**src/rtl/otq_consts.svh**
```systemverilog
// Offsets, field positions, reset words and timing counts for the output 1 trigger.
// Assumes a 25 MHz system clock and word-aligned Avalon-MM byte addresses.
`ifndef OTQ_CONSTS_SVH
`define OTQ_CONSTS_SVH

`define OTQ_CLK_PERIOD_NS 40
`define OTQ_PULSE_STEP_NS 1000000
`define OTQ_CLKS_PER_MS (`OTQ_PULSE_STEP_NS / `OTQ_CLK_PERIOD_NS)

`define OTQ_ADDR_W 5
`define OTQ_OFF_CTRL 5'h00
`define OTQ_OFF_TREND 5'h04
`define OTQ_OFF_QUAL 5'h08
`define OTQ_OFF_PULSE 5'h0c
`define OTQ_OFF_STATUS 5'h10

`define OTQ_CTRL_SRC 2:0
`define OTQ_CTRL_TMODE 4:3
`define OTQ_CTRL_DPT_EN 5
`define OTQ_CTRL_INVERT 6
`define OTQ_CTRL_ROUTE 8:7
`define OTQ_TREND_PERIOD 7:0
`define OTQ_TREND_TARGET 15:8
`define OTQ_TREND_THR 31:16
`define OTQ_QUAL_EN 3:0
`define OTQ_QUAL_THR 11:4
`define OTQ_PULSE_W 15:0
`define OTQ_STAT_COUNT 7:0
`define OTQ_STAT_ACTIVE 8
`define OTQ_STAT_QHIT 9
`define OTQ_STAT_DCOUNT 31:16

`define OTQ_RST_CTRL 32'h0000_0008
`define OTQ_RST_TREND 32'h0000_0000
`define OTQ_RST_QUAL 32'h0000_0aa0
`define OTQ_RST_PULSE 32'h0000_01f4

`define OTQ_HIST_LEN 255

`endif

```
**src/rtl/otq_pkg.sv**
```systemverilog
// Types shared by the output 1 trend and quality trigger.
// Assumes otq_consts.svh for the numeric layout.
`include "otq_consts.svh"
package otq_pkg;

  typedef enum logic [1:0] {
    TREND_MISMATCH = 2'h0,
    TREND_NO_READ = 2'h1,
    TREND_DECODES = 2'h2
  } trend_mode_e;

  typedef enum logic [2:0] {
    SRC_MISS_OR_NOREAD = 3'h0,
    SRC_MATCH = 3'h1,
    SRC_MISMATCH = 3'h2,
    SRC_NO_READ = 3'h3,
    SRC_TREND = 3'h4,
    SRC_QUALITY = 3'h5,
    SRC_DIAG = 3'h6,
    SRC_IN_CYCLE = 3'h7
  } out_source_e;

  typedef enum logic [1:0] {
    BUS_IDLE = 2'h0,
    BUS_ACK = 2'h1
  } bus_state_e;

  // One read cycle's result from the decode engine
  typedef struct packed {
    logic cycle_done;
    logic no_read;
    logic mismatch;
    logic [15:0] decode_count;
  } read_result_s;

  // Graded metrics: contrast, growth, axial, spare correction (bit pairs 0..3)
  typedef struct packed {
    logic valid;
    logic [3:0][1:0] grade;
  } grade_s;

  typedef struct packed {
    logic [`OTQ_HIST_LEN-1:0] hist;
  } window_s;

  typedef struct packed {
    bus_state_e bus;
    logic [31:0] rdata;
    logic [2:0] src;
    logic [1:0] tmode;
    logic dpt_en;
    logic invert;
    logic [1:0] route;
    logic [7:0] period;
    logic [7:0] target;
    logic [15:0] dpt_thr;
    logic [3:0] q_en;
    logic [7:0] q_thr;
    logic [15:0] pulse_w;
    logic eval_pend;
    logic qual_hit;
    logic [15:0] last_count;
    logic [7:0] win_count;
    logic [15:0] tick_cnt;
    logic [15:0] ms_left;
    logic out_pin;
    logic [2:0] route_pulse;
  } core_s;

endpackage : otq_pkg

```
**src/rtl/trend_window.sv**
```systemverilog
// Sliding history of trend events, newest in bit 0.
// Assumes push and clear come from logic on the same clock.
`timescale 1ns/100ps
`include "otq_consts.svh"
module trend_window (
  // Clock and reset
  input wire logic sys_clk_i,
  input wire logic rst_b_i,
  // Event history control
  input wire logic push_i,
  input wire logic event_i,
  input wire logic clear_i,
  input wire logic [7:0] period_i,
  // Events inside the window
  output logic [7:0] count_o
);
  import otq_pkg::*;

  window_s s;
  window_s next_s;
  logic [`OTQ_HIST_LEN-1:0] masked;

  for (genvar i = 0; i < `OTQ_HIST_LEN; i++) begin : g_mask
    assign masked[i] = s.hist[i] & (8'(i) < period_i);
  end

  always_comb begin
    count_o = 8'h00;
    for (int i = 0; i < `OTQ_HIST_LEN; i++) begin
      count_o = count_o + 8'(masked[i]);
    end
  end

  always_comb begin
    next_s = s;
    if (clear_i) begin
      next_s.hist = '0;
    end else if (push_i) begin
      next_s.hist = {s.hist[`OTQ_HIST_LEN-2:0], event_i};
    end
  end

  always_ff @(posedge sys_clk_i or negedge rst_b_i) begin
    if (!rst_b_i) begin
      s <= '0;
    end else begin
      s <= next_s;
    end
  end

endmodule : trend_window

```
**src/rtl/output_trend_quality_trigger.sv**
```systemverilog
// Output 1 decision logic: trend analysis, symbol quality, pulse shaping.
// Assumes decode-engine inputs are synchronous to sys_clk_i; registers over Avalon-MM.
//
// Implementation choices: the register offsets and the Avalon-MM slave port.
`timescale 1ns/100ps
`include "otq_consts.svh"
// Operation
// - Trend mode: mismatch, no-read, decodes; default no-read
// - Mismatch count reaching target activates output
// - No-read count reaching target activates output
// - Decode-event count reaching target activates output
// - Evaluation period 0..255 triggers, default 0
// - Event target 0..255, default 0
// - Cycle decode count below threshold is event
// - Decodes mode needs status enable; appends count
// - Trend drives output only when source trend
// - Trend result routable to one of three outputs
// - Quality drives output only when source quality
// - Four metric enables, default disabled
// - Two-bit grade thresholds, default grade C
// - Source codes four trend, five quality
// - Active for pulse width in 1 ms steps
module output_trend_quality_trigger #(
  parameter int unsigned CLKS_PER_MS = `OTQ_CLKS_PER_MS
) (
  // Clock and reset
  input wire logic sys_clk_i,
  input wire logic rst_b_i,
  // Avalon-MM slave
  input wire logic [`OTQ_ADDR_W-1:0] avs_address_i,
  input wire logic avs_read_i,
  input wire logic avs_write_i,
  input wire logic [31:0] avs_writedata_i,
  input wire logic [3:0] avs_byteenable_i,
  output logic [31:0] avs_readdata_o,
  output logic avs_waitrequest_o,
  // Decode engine results
  input wire otq_pkg::read_result_s read_result_i,
  input wire otq_pkg::grade_s grade_i,
  input wire logic diag_warn_i,
  input wire logic in_read_cycle_i,
  // Discrete output and side effects
  output logic out1_o,
  output logic append_count_o,
  output logic [2:0] trend_route_o
);
  import otq_pkg::*;

  logic [1:0] rst_sync;
  logic rst_n;
  core_s s;
  core_s next_s;
  logic [7:0] window_count;
  logic push;
  logic trend_event;
  logic trend_fire;
  logic window_clear;
  logic [3:0] metric_met;
  logic qual_fire;
  logic activate;
  logic bus_req;
  logic bus_write;
  logic [31:0] cur_word;
  logic [31:0] wr_word;
  logic [31:0] rd_word;
  logic cfg_trend_write;

  // Reset release is synchronised; assertion stays asynchronous
  always_ff @(posedge sys_clk_i or negedge rst_b_i) begin
    if (!rst_b_i) begin
      rst_sync <= 2'h0;
    end else begin
      rst_sync <= {rst_sync[0], 1'b1};
    end
  end
  assign rst_n = rst_sync[1];

  function automatic logic [31:0] merge_bytes(input logic [31:0] old_w,
                                              input logic [31:0] new_w,
                                              input logic [3:0] be);
    logic [31:0] r;
    r = old_w;
    for (int b = 0; b < 4; b++) begin
      if (be[b]) begin
        r[b*8 +: 8] = new_w[b*8 +: 8];
      end
    end
    return r;
  endfunction : merge_bytes

  function automatic logic [31:0] reg_word(input core_s c, input logic [`OTQ_ADDR_W-1:0] a);
    logic [31:0] w;
    w = 32'h0000_0000;
    case ({a[`OTQ_ADDR_W-1:2], 2'h0})
      `OTQ_OFF_CTRL: begin
        w[`OTQ_CTRL_SRC] = c.src;
        w[`OTQ_CTRL_TMODE] = c.tmode;
        w[`OTQ_CTRL_DPT_EN] = c.dpt_en;
        w[`OTQ_CTRL_INVERT] = c.invert;
        w[`OTQ_CTRL_ROUTE] = c.route;
      end
      `OTQ_OFF_TREND: begin
        w[`OTQ_TREND_PERIOD] = c.period;
        w[`OTQ_TREND_TARGET] = c.target;
        w[`OTQ_TREND_THR] = c.dpt_thr;
      end
      `OTQ_OFF_QUAL: begin
        w[`OTQ_QUAL_EN] = c.q_en;
        w[`OTQ_QUAL_THR] = c.q_thr;
      end
      `OTQ_OFF_PULSE: begin
        w[`OTQ_PULSE_W] = c.pulse_w;
      end
      `OTQ_OFF_STATUS: begin
        w[`OTQ_STAT_COUNT] = c.win_count;
        w[`OTQ_STAT_ACTIVE] = (c.ms_left != 16'h0000);
        w[`OTQ_STAT_QHIT] = c.qual_hit;
        w[`OTQ_STAT_DCOUNT] = c.last_count;
      end
      default: begin
        w = 32'h0000_0000;
      end
    endcase
    return w;
  endfunction : reg_word

  trend_window u_window (
    .sys_clk_i(sys_clk_i),
    .rst_b_i(rst_n),
    .push_i(push),
    .event_i(trend_event),
    .clear_i(window_clear),
    .period_i(s.period),
    .count_o(window_count)
  );

  assign bus_req = avs_read_i | avs_write_i;
  // Access completes in the one cycle waitrequest is low
  assign bus_write = avs_write_i && (s.bus == BUS_ACK);
  assign cur_word = reg_word(s, avs_address_i);
  assign wr_word = merge_bytes(cur_word, avs_writedata_i, avs_byteenable_i);
  assign rd_word = cur_word;
  // Changing trend setup restarts the window so old events never mix in
  assign cfg_trend_write = bus_write &&
    (({avs_address_i[`OTQ_ADDR_W-1:2], 2'h0} == `OTQ_OFF_CTRL) ||
     ({avs_address_i[`OTQ_ADDR_W-1:2], 2'h0} == `OTQ_OFF_TREND));

  assign push = read_result_i.cycle_done;

  always_comb begin
    trend_event = 1'b0;
    case (trend_mode_e'(s.tmode))
      TREND_MISMATCH: begin
        trend_event = read_result_i.mismatch;
      end
      TREND_NO_READ: begin
        trend_event = read_result_i.no_read;
      end
      // Low decode count, gated by enable
      TREND_DECODES: begin
        trend_event = s.dpt_en && (read_result_i.decode_count < s.dpt_thr);
      end
      default: begin
        trend_event = 1'b0;
      end
    endcase
  end

  // Fire when window count reaches target
  assign trend_fire = s.eval_pend && (s.target != 8'h00) && (window_count >= s.target);
  assign window_clear = trend_fire | cfg_trend_write;

  // Enabled metric at or past its grade
  for (genvar m = 0; m < 4; m++) begin : g_metric
    assign metric_met[m] = s.q_en[m] && (grade_i.grade[m] >= s.q_thr[m*2 +: 2]);
  end
  assign qual_fire = grade_i.valid && (|metric_met);

  always_comb begin
    activate = 1'b0;
    case (out_source_e'(s.src))
      SRC_MISS_OR_NOREAD: begin
        activate = push && (read_result_i.no_read || read_result_i.mismatch);
      end
      SRC_MATCH: begin
        activate = push && !read_result_i.no_read && !read_result_i.mismatch;
      end
      SRC_MISMATCH: begin
        activate = push && read_result_i.mismatch;
      end
      SRC_NO_READ: begin
        activate = push && read_result_i.no_read;
      end
      SRC_TREND: begin
        activate = trend_fire && (s.route == 2'h0);
      end
      SRC_QUALITY: begin
        activate = qual_fire;
      end
      SRC_DIAG: begin
        activate = diag_warn_i;
      end
      SRC_IN_CYCLE: begin
        activate = in_read_cycle_i;
      end
      default: begin
        activate = 1'b0;
      end
    endcase
  end

  always_comb begin
    next_s = s;
    next_s.route_pulse = 3'h0;
    // Bus: one wait cycle, then a single acknowledged cycle
    case (s.bus)
      BUS_IDLE: begin
        if (bus_req) begin
          next_s.bus = BUS_ACK;
          next_s.rdata = avs_read_i ? rd_word : 32'h0000_0000;
        end
      end
      BUS_ACK: begin
        next_s.bus = BUS_IDLE;
      end
      default: begin
        next_s.bus = BUS_IDLE;
      end
    endcase
    if (bus_write) begin
      case ({avs_address_i[`OTQ_ADDR_W-1:2], 2'h0})
        `OTQ_OFF_CTRL: begin
          next_s.src = wr_word[`OTQ_CTRL_SRC];
          next_s.tmode = wr_word[`OTQ_CTRL_TMODE];
          next_s.dpt_en = wr_word[`OTQ_CTRL_DPT_EN];
          next_s.invert = wr_word[`OTQ_CTRL_INVERT];
          next_s.route = wr_word[`OTQ_CTRL_ROUTE];
        end
        `OTQ_OFF_TREND: begin
          next_s.period = wr_word[`OTQ_TREND_PERIOD];
          next_s.target = wr_word[`OTQ_TREND_TARGET];
          next_s.dpt_thr = wr_word[`OTQ_TREND_THR];
        end
        `OTQ_OFF_QUAL: begin
          next_s.q_en = wr_word[`OTQ_QUAL_EN];
          next_s.q_thr = wr_word[`OTQ_QUAL_THR];
        end
        `OTQ_OFF_PULSE: begin
          next_s.pulse_w = wr_word[`OTQ_PULSE_W];
        end
        default: begin
          next_s.pulse_w = s.pulse_w;
        end
      endcase
    end
    // Window count is sampled one cycle after each push
    next_s.eval_pend = push && !cfg_trend_write;
    next_s.win_count = window_clear ? 8'h00 : window_count;
    if (push) begin
      next_s.last_count = read_result_i.decode_count;
    end
    if (grade_i.valid) begin
      next_s.qual_hit = |metric_met;
    end
    // Trend result to the selected output
    if (trend_fire && (s.route != 2'h3)) begin
      next_s.route_pulse = 3'(3'h1 << s.route);
    end
    // Hold active for the pulse width in ms
    if (activate && (s.pulse_w != 16'h0000)) begin
      next_s.ms_left = s.pulse_w;
      next_s.tick_cnt = 16'h0000;
    end else if (s.ms_left != 16'h0000) begin
      if (s.tick_cnt == 16'(CLKS_PER_MS - 1)) begin
        next_s.tick_cnt = 16'h0000;
        next_s.ms_left = s.ms_left - 16'h0001;
      end else begin
        next_s.tick_cnt = s.tick_cnt + 16'h0001;
      end
    end
    next_s.out_pin = (next_s.ms_left != 16'h0000) ^ next_s.invert;
  end

  always_ff @(posedge sys_clk_i or negedge rst_n) begin
    if (!rst_n) begin
      s <= '0;
      s.src <= 3'(`OTQ_RST_CTRL);
      s.tmode <= 2'(`OTQ_RST_CTRL >> 3);
      s.q_thr <= 8'(`OTQ_RST_QUAL >> 4);
      s.pulse_w <= 16'(`OTQ_RST_PULSE);
      s.bus <= BUS_IDLE;
    end else begin
      s <= next_s;
    end
  end

  assign avs_readdata_o = s.rdata;
  assign avs_waitrequest_o = (s.bus != BUS_ACK);
  assign out1_o = s.out_pin;
  // Append count while decodes status enabled
  assign append_count_o = s.dpt_en;
  assign trend_route_o = s.route_pulse;

endmodule : output_trend_quality_trigger

```
**config.mk**
```make
export PLATFORM = sky130hd
export DESIGN_NAME = output_trend_quality_trigger
export DESIGN_NICKNAME = d
export VERILOG_FILES = /design/src/rtl/otq_pkg.sv /design/src/rtl/trend_window.sv /design/src/rtl/output_trend_quality_trigger.sv
export VERILOG_INCLUDE_DIRS = /design/src /design/src/rtl
export SDC_FILE = /design/constraint.sdc
export NUM_CORES = 1
export LEC_CHECK = 0
export BUFFER_PORTS_ARGS = -buffer_cell sky130_fd_sc_hd__clkbuf_2
export CAP_MARGIN = 15
export CORE_MARGIN = 3
export CORE_UTILIZATION = 65
export DETAILED_ROUTE_END_ITERATION = 12
export HOLD_SLACK_MARGIN = 0.03
export MAX_ROUTING_LAYER = met4
export PLACE_DENSITY = 0.83
export SETUP_SLACK_MARGIN = 0.2
export SLEW_MARGIN = 25
export SYNTH_ARGS = -nofsm -noshare
export SYNTH_HDL_FRONTEND = slang
export SYNTH_SLANG_ARGS = --single-unit
```
**constraint.sdc**
```tcl
create_clock -name sys_clk_i -period 36.6 [get_ports sys_clk_i]
set_clock_uncertainty 0.1 [all_clocks]
set_input_delay 5.49 -clock sys_clk_i [delete_from_list [all_inputs] [get_ports sys_clk_i]]
set_output_delay 5.49 -clock sys_clk_i [all_outputs]
set_load 0.005 [all_outputs]
```
# Word level (Yosys, flattened, before mapping)
# Cells that the tools add are included.
# totals
wordCells	885
output_inout_bits	38
reg_bits	422
in_bits	75
# op_classes
muxes	27
shifts	1
n_eq_ne	18
n_bitwise	258
addsub	256
n_reduce_logical	41
magnitude_cmp	261
# op_table
cell	n
8-bit by 1-bit adder with 8-bit output	253
8-bit less-than comparator (first input constant)	127
7-bit by 8-bit less-than comparator with 1-bit output (first input constant)	64
255-bit two-way mux	2
6-bit by 8-bit less-than comparator with 1-bit output (first input constant)	32
1-bit AND	255
5-bit by 8-bit less-than comparator with 1-bit output (first input constant)	16
32-bit two-way mux	4
4-bit by 8-bit less-than comparator with 1-bit output (first input constant)	8
63-bit two-way mux	1
16-bit two-way mux	3
16-bit nonzero test	3
9-bit one-hot mux with 5 select lines	1
8-bit two-way mux	5
34-bit two-way mux	1
3-bit by 8-bit less-than comparator with 1-bit output (first input constant)	4
16-bit one-hot mux with 2 select lines	1
1-bit logical AND	19
16-bit by 1-bit adder with 16-bit output (second input constant)	1
16-bit by 15-bit == test with 1-bit output (second input constant)	1
1-bit by 8-bit less-than comparator with 1-bit output (first input constant)	2
16-bit less-than comparator	1
2-bit by 8-bit less-than comparator with 1-bit output (first input constant)	2
16-bit by 1-bit subtractor with 16-bit output (second input constant)	1
29 further kinds	55

# Longest topological paths before layout
# Gate-level depths: netlist (run 1).
# logic_depth
depth_word	264
depth_mapped	46

# Hierarchy
# Synthesis (run 1) repeated with hierarchy kept, for this count alone.
# hier_totals
cells_unflattened	2814
hier_area_um2	28479.8
# modules_own_cells
mod	seq_area_each_um2	area_each_um2	n_inst	cells_each
trend_window	6381.1	19497.4	1	1897
output_trend_quality_trigger	4167.7	8982.4	1	917

# Worst setup path after synthesis (run 1)
# No wires, ideal clock.
# synth_path
path_type	register to register
start	register s[121] (netlist bit)
end	register s[10] (netlist bit)
t_required_ns	36.375
arrival_time_ns	11.022
path_buffers	3
slack_ns	25.353
period_less_slack_ns	11.247
stages_incl_launch_ff	36
cell_sequence	dfrtp_1 clkbuf_1 or2_2 clkbuf_1 or3_1 o21a_1 ha_1 inv_1 fa_1 fa_1 fa_1 fa_1 fa_1 fa_1 fa_1 fa_1 fa_1 fa_1 fa_1 inv_1 ha_1 fa_1 a21o_1 a21oi_1 o21bai_1 a21oi_1 xnor2_1 ha_1 nand3_1 a211o_1 nor4_1 a21oi_1 o21a_1 nor2_1 clkbuf_1 mux2_2
# synth_lines
element	line_no	text
from (decl)	output_trend_quality_trigger.sv:51	core_s s;
from (signal assigned)	output_trend_quality_trigger.sv:293	s <= next_s;

# Final worst setup path (run 1)
# layout_path
start	register s[117] (netlist bit)
end	register u_window.s[225] (netlist bit)
# layout_between
elab_chain_cells	260
# layout_rtl
element	line_no	text
1-bit by 8-bit less-than comparator with 1-bit output	trend_window.sv:24	assign masked[i] = s.hist[i] & (8'(i) < period_i);
1-bit AND	trend_window.sv:24	
1-bit by 1-bit adder with 2-bit output	trend_window.sv:30	count_o = count_o + 8'(masked[i]);
8-bit by 1-bit adder with 8-bit output (252 in a row)	trend_window.sv:30	
8-bit by 1-bit adder with 8-bit output *	trend_window.sv:30	
8-bit greater-or-equal comparator *	output_trend_quality_trigger.sv:170	assign trend_fire = s.eval_pend && (s.target != 8'h00) && (window_count >= s.target);
1-bit logical AND *	output_trend_quality_trigger.sv:170	
1-bit OR *	output_trend_quality_trigger.sv:171	assign window_clear = trend_fire | cfg_trend_write;
255-bit two-way mux / 2-bit nonzero test (equally long branches)	-	
to (signal assigned)	trend_window.sv:47	s <= next_s;
to (decl)	trend_window.sv:19	window_s s;
# Every way passes the cells marked *; elsewhere a longest branch is shown, timed or not.
# A chain may end at the register's enable or synchronous reset.

==> out/metrics.cfg, run 1 <==
[outcome]
outcome=complete, no violations

[synthesis]
ys.warnings.count=0
async_flop_share=1.00
synthTopCellsByCount=410 x dfrtp_1, 283 x inv_1, 268 x a22o_1
synthMostInstantiatedCell=dfrtp_1
synth-edff-count=0
syn_inst=2544
seq_area_frac_synth=0.391
postSynthAreaPerCell_um2=10.6
ys.flop_type=dfrtp_1
yosys-top-cells-area=dfrtp_1 38%, fa_1 18%, a22o_1 8.7%, inv_1 3.9%, ha_1 3.4%
netlist.area_leader.share=0.381
synth.net_count=2933
ys_seq_elements=421
synthesis.area_um2=27000
synth_top_area_cell=dfrtp_1
synth_cell_types=73

[pwr]
clockPowerShare=0.318
power_density_nw_per_um2=49.7
power.leakage_nw=14.2
power.net_switching_w=0.000543
power_frac_seq=0.386
power_frac_comb=0.296
netSwitchingFraction=0.376
peakVddDrop_uv=37.5
internal_power_w=0.000902

[routing]
routed_wl_per_cell_um=25.3
avgViaCountPerCell=6.65
number_of_vias_in_the_routed_layout=20575
antenna_violating_nets_post_route=0
detail_route.drc_violations=0
firstDrtPassIters=8
drt_first_iter_violations=2350
wl_um=78100

[sta]
timing.final.max_slew_violations=0
rsz0062_at_grt=no
setup_viol=0
achievable-frequency_mhz=70.6
worst_slack_ns=22.43
fin_tns_setup_ns=0
hold_viol=0
max_slew.worst_pin.slew_ns=1.49
finalWorstPathRequiredPeriod_ns=14.17
worst_slew_margin_rel=0.00598
period_share=0.387

[clocking]
h-tree-depth=2
worstSkewPairLatency_ns=0.60
cts_made_buffers=45
ctsLongestPathBuffers=3
tritoncts_num_sinks=421
cts_resized=0
tritoncts=done
post_cts_buffers=0
post_cts_hold_buffer_count=0
clockRootBuffer=clkbuf_16
clock_pin_slew_on_the_worst_setup_and_hold_paths_ns=0.06

[placement]
dp_hpwl_um=56000
numPortBuffers=110
routabilityCongestion=0.994
dp_worst_setup_slack_ns=22.93

[floorplan]
die_width_um=210
initial_core_utilization=0.668
placement_rows=73
floorplan.core_area_um2=40400
chipHeight_um=210
num_io_pins=113
fp.dieArea_um2=44000

[grt]
globalRoute.totalOverflow=0
grt_first_pass_wirelength_um=122000
grt_use_total=0.373
grt_max_degree=235
first_global_vias=20621
antenna_found_initial=0

[finish]
fin_nets=2920
syn_to_final_growth_pct=7.74
final_layout_size_suffix_gt1_frac=0.127

[min_path]
hold_path.class=flip-flop to asynchronous set/reset pin

[setup_path]
critical_path_required_ns=37.01
slowest_delay_ns=0.79
worst_setup_path_start_kind=flip-flop
critical_path_peak_fanout=234
cpMostUsedCell=fa_1
r2r_start=s[117]$_DFFE_PN0P_
worstSetupPathType=flip-flop to flip-flop
worstPathArrival_ns=14.58
timing.critical_path.slowest_stage_cell=and2_1
setup.worst_path.end_class=flip-flop
worstSetupStartpoint=s[117]$_DFFE_PN0P_

[flow_run]
max_cap_viol_count=0

==> worst max-delay path, delay by kind of cell (launching register included) <==
| family | cells | cell delay [ns] |
|---|---|---|
| compound gates | 10 | 2.00 |
| xor+xnor | 1 | 0.28 |
| fa+ha+maj | 13 | 6.46 |
| buf+inv | 8 | 1.40 |
| flops | 1 | 0.76 |
| simple gates | 6 | 2.40 |
==> per-layer routing <==
layer / part of all wire / global-route usage
met1: 0.38 / 0.481
met2: 0.45 / 0.551
met3: 0.087 / 0.0646
met4: 0.080 / 0.241
met5: 0 / -
==> power by group through the flow <==
stage | clock network (W) | logic (W) | registers (W)
6_report | 0.000460 | 0.000427 | 0.000558
5_1_grt | 0.000482 | 0.000463 | 0.000562
4_1_cts | 0.000464 | 0.000418 | 0.000555
3_5_place_dp | 0 | 0.000415 | 0.000563
3_3_place_gp | 0 | 0.000404 | 0.000561
2_1_floorplan | 0 | 0.000297 | 0.000547
==> through the flow <==
stage                     utilization  power, W  instances  hold WS [ns]  area (um^2)
after floorplan                     -  0.000844       2544         0.231        27000
after global placement          0.682  0.000964       3009         0.102        27500
after detailed placement        0.682  0.000978       3009         0.106        27500
after CTS                       0.719   0.00144       3091         0.107        29000
after global routing            0.720   0.00151       3091         0.132        29000
final                           0.720   0.00144       3092         0.107        29100
==> placed cells by master (no fill, tap or decap), types with 11 or more instances in the layout <==
cell / count
dfrtp_1: 409
inv_1: 283
a22o_1: 268
fa_1: 241
nand2_1: 190
o21ai_0: 138
clkbuf_2: 110
nor2_1: 104
o211ai_1: 88
a21oi_1: 88
ha_1: 73
mux2_2: 66
clkbuf_16: 46
a22oi_1: 35
nand3_1: 34
buf_4: 31
nor3_1: 27
nor2b_1: 24
and3_1: 22
xnor2_1: 18
a21o_1: 18
o21a_1: 16
and2_1: 14
xor2_1: 13
nand2b_1: 12
clkbuf_8: 12
nand4_1: 11
o22ai_1: 11
dfstp_2: 11
==> cells by family (layout without fill, tap and decap cells) <==
logic type | Yosys count | in the layout | share of synthesized area
xor+xnor | 31 | 31 | 0.0101
other cells | 1 | 2 | 0.000139
flops | 421 | 421 | 0.391
fa+ha+maj | 314 | 314 | 0.213
simple gates | 505 | 505 | 0.0901
buf+inv | 490 | 512 | 0.0744
compound gates | 706 | 706 | 0.190
mux | 76 | 76 | 0.0317
==> layout make-up <==
| class | count | area, um^2 |
|---|---|---|
| multi-input combinational | 1633 | 14400 |
| antenna | 1 | 2.50 |
| sequential | 421 | 10600 |
| inverter | 284 | 1070 |
| tap | 525 | 657 |
| clock buffer | 68 | 1350 |
| clock inverter | 14 | 135 |
| fill | 2924 | 11300 |
| timing repair buffer | 146 | 848 |
==> flip-flops by register name, indices dropped and copies added (netlist names) <==
register        count
append_count_o      1
avs_readdata_o     32
out1_o              1
rst_sync            2
s                 127
trend_route_o       3
u_window.s        255
==> path summary, 6_finish.rpt <==
path | slack (ns) | cells past startpoint | to
setup / recovery | 22.43 | 38 | u_window.s[225]$_DFFE_PN0P_
hold / removal | 0.11 | 0 | u_window.s[108]$_DFFE_PN0P_
setup reg to reg | 22.43 | 38 | u_window.s[225]$_DFFE_PN0P_
hold reg to reg | 0.11 | 0 | u_window.s[108]$_DFFE_PN0P_
max in group asynchronous | 31.70 | 1 | rst_sync[1]$_DFF_PN0_
min in group sys_clk_i | 0.26 | 0 | rst_sync[1]$_DFF_PN0_
Power figures use the tool's default switching activity.
==> run 2: changes to the inputs <==
CORE_UTILIZATION = 63   (was 65)
PLACE_DENSITY = 0.81   (was 0.83)
clock period = 13.55 ns   (was 36.6 ns; I/O delays follow)
==> out/metrics.cfg, run 2 (synthesis gave the netlist of run 1 again) <==
[grt]
antenna_found_initial=1
globalRoute.totalOverflow=0
grt_use_total=0.369
grt_first_pass_wirelength_um=123000
first_global_vias=21087
grt_max_degree=256

[floorplan]
floorplan.core_area_um2=42100
placement_rows=75
die_width_um=213
chipHeight_um=213
initial_core_utilization=0.640
num_io_pins=113
fp.dieArea_um2=45300

[routing]
routed_wl_per_cell_um=25.2
firstDrtPassIters=5
antenna_violating_nets_post_route=0
drt_first_iter_violations=2352
number_of_vias_in_the_routed_layout=20644
detail_route.drc_violations=0
wl_um=78900
avgViaCountPerCell=6.60

[clocking]
clockRootBuffer=clkbuf_16
cts_made_buffers=46
h-tree-depth=2
tritoncts=done
worstSkewPairLatency_ns=0.60
clock_pin_slew_on_the_worst_setup_and_hold_paths_ns=0.06
ctsLongestPathBuffers=3
tritoncts_num_sinks=421

[finish]
final_layout_size_suffix_gt1_frac=0.135
layout_commonest_cell=dfrtp_1
largest_register_ffs=255
final_cell_mix=409 x dfrtp_1, 283 x inv_1, 268 x a22o_1
instances_no_fill=3126
syn_to_final_growth_pct=9.20
post_route_cell_area_um2=29400
top_register=u_window.s
fin_nets=2937

[flow_run]
max_cap_viol_count=0

[sta]
achievable-frequency_mhz=77.9
worst_slack_ns=0.717
max_slew.worst_pin.slew_ns=1.00
timing.final.max_slew_violations=0
setup_viol=0
worst_slew_margin_rel=0.328
hold_viol=0
period_share=0.947
rsz0062_at_grt=no
fin_tns_setup_ns=0
finalWorstPathRequiredPeriod_ns=12.83

[placement]
placedInstanceArea_um2=27700
dp_worst_setup_slack_ns=0.786
numPortBuffers=110
post-place-cells=3037
routabilityCongestion=1.05
dp_hpwl_um=56100

[min_path]
cell_count_of_the_worst_hold_path=0
hold_path.class=flip-flop to flip-flop
worst_hold_startpoint=rst_sync[0]$_DFF_PN0_

[setup_path]
worstPathArrival_ns=13.20
cpMostUsedCell=fa_1
r2r_start=s[115]$_DFFE_PN0P_
worstSetupPathType=flip-flop to flip-flop
critical_path_peak_fanout=16
worst_setup_path_start_kind=flip-flop
setup.worst_path.end_class=flip-flop
timing.critical_path.slowest_stage_cell=and2_1
critical_path_required_ns=13.92
slowest_delay_ns=0.76
worstSetupStartpoint=s[115]$_DFFE_PN0P_
reg2regPathDepth=36

[pwr]
post-layout-total-power_w=0.00408
power_density_nw_per_um2=139
power.leakage_nw=14.4
peakVddDrop_uv=115

[outcome]
outcome=complete, no violations

## run 2: layer usage
layer / GRT usage / vias to the layer above / wire, um
li1: - / 8758 / -
met1: 0.471 / 10452 / 30000
met2: 0.562 / 1137 / 36400
met3: 0.0664 / 297 / 6870
met4: 0.216 / 0 / 5680
met5: - / - / 0
## run 2: layout make-up
cell class,instances,area (um^2)
multi-input cells,1633,14400
fillers,3105,12700
flip-flops and latches,421,10600
clock buffers,62,1330
inverters,284,1070
repair buffers,162,1040
well taps,539,674
clock inverters,23,332
diodes,2,5.00
## run 2: worst paths after layout
kind	endpoint	slack, ns
setup / recovery	s[30]$_DFFE_PN0P_	0.72
hold / removal	rst_sync[1]$_DFF_PN0_	0.25
setup reg to reg	s[30]$_DFFE_PN0P_	0.72
hold reg to reg	rst_sync[1]$_DFF_PN0_	0.25
max in group asynchronous	s[17]$_DFF_PN0_	10.79
min in group asynchronous	u_window.s[224]$_DFFE_PN0P_	0.32
## run 2: worst max-delay path: cells and delay by family, from the launching register on
| family | cells | cell delay (ns) |
|---|---|---|
| compound gates | 10 | 2.11 |
| xor+xnor | 1 | 0.11 |
| fa+ha+maj | 14 | 6.81 |
| buf+inv | 5 | 0.32 |
| flops | 1 | 0.75 |
| simple gates | 6 | 2.49 |
## run 2: through the flow
stage | util | hold WS (ns)
2_1_floorplan | - | 0.231
3_3_place_gp | 0.658 | 0.239
3_5_place_dp | 0.658 | 0.242
4_1_cts | 0.697 | 0.255
5_1_grt | 0.699 | 0.266
6_report | 0.699 | 0.253
## run 2: where the power goes
part,leakage [nW],internal (W),switching [W]
registers,5.71,0.00137,0.000145
logic,7.83,0.000383,0.000802
clock network,0.815,0.000830,0.000549
total,14.4,0.00258,0.00150
## run 2: repair_timing
| item | in CTS | in global routing |
|---|---|---|
| endpoints found under the setup margin | 0 | 87 |
| buffers inserted | 0 | 0 |
| resized for setup | 0 | 1 |
| hold buffers | 0 | 0 |
| hold endpoints to repair | 0 | 0 |
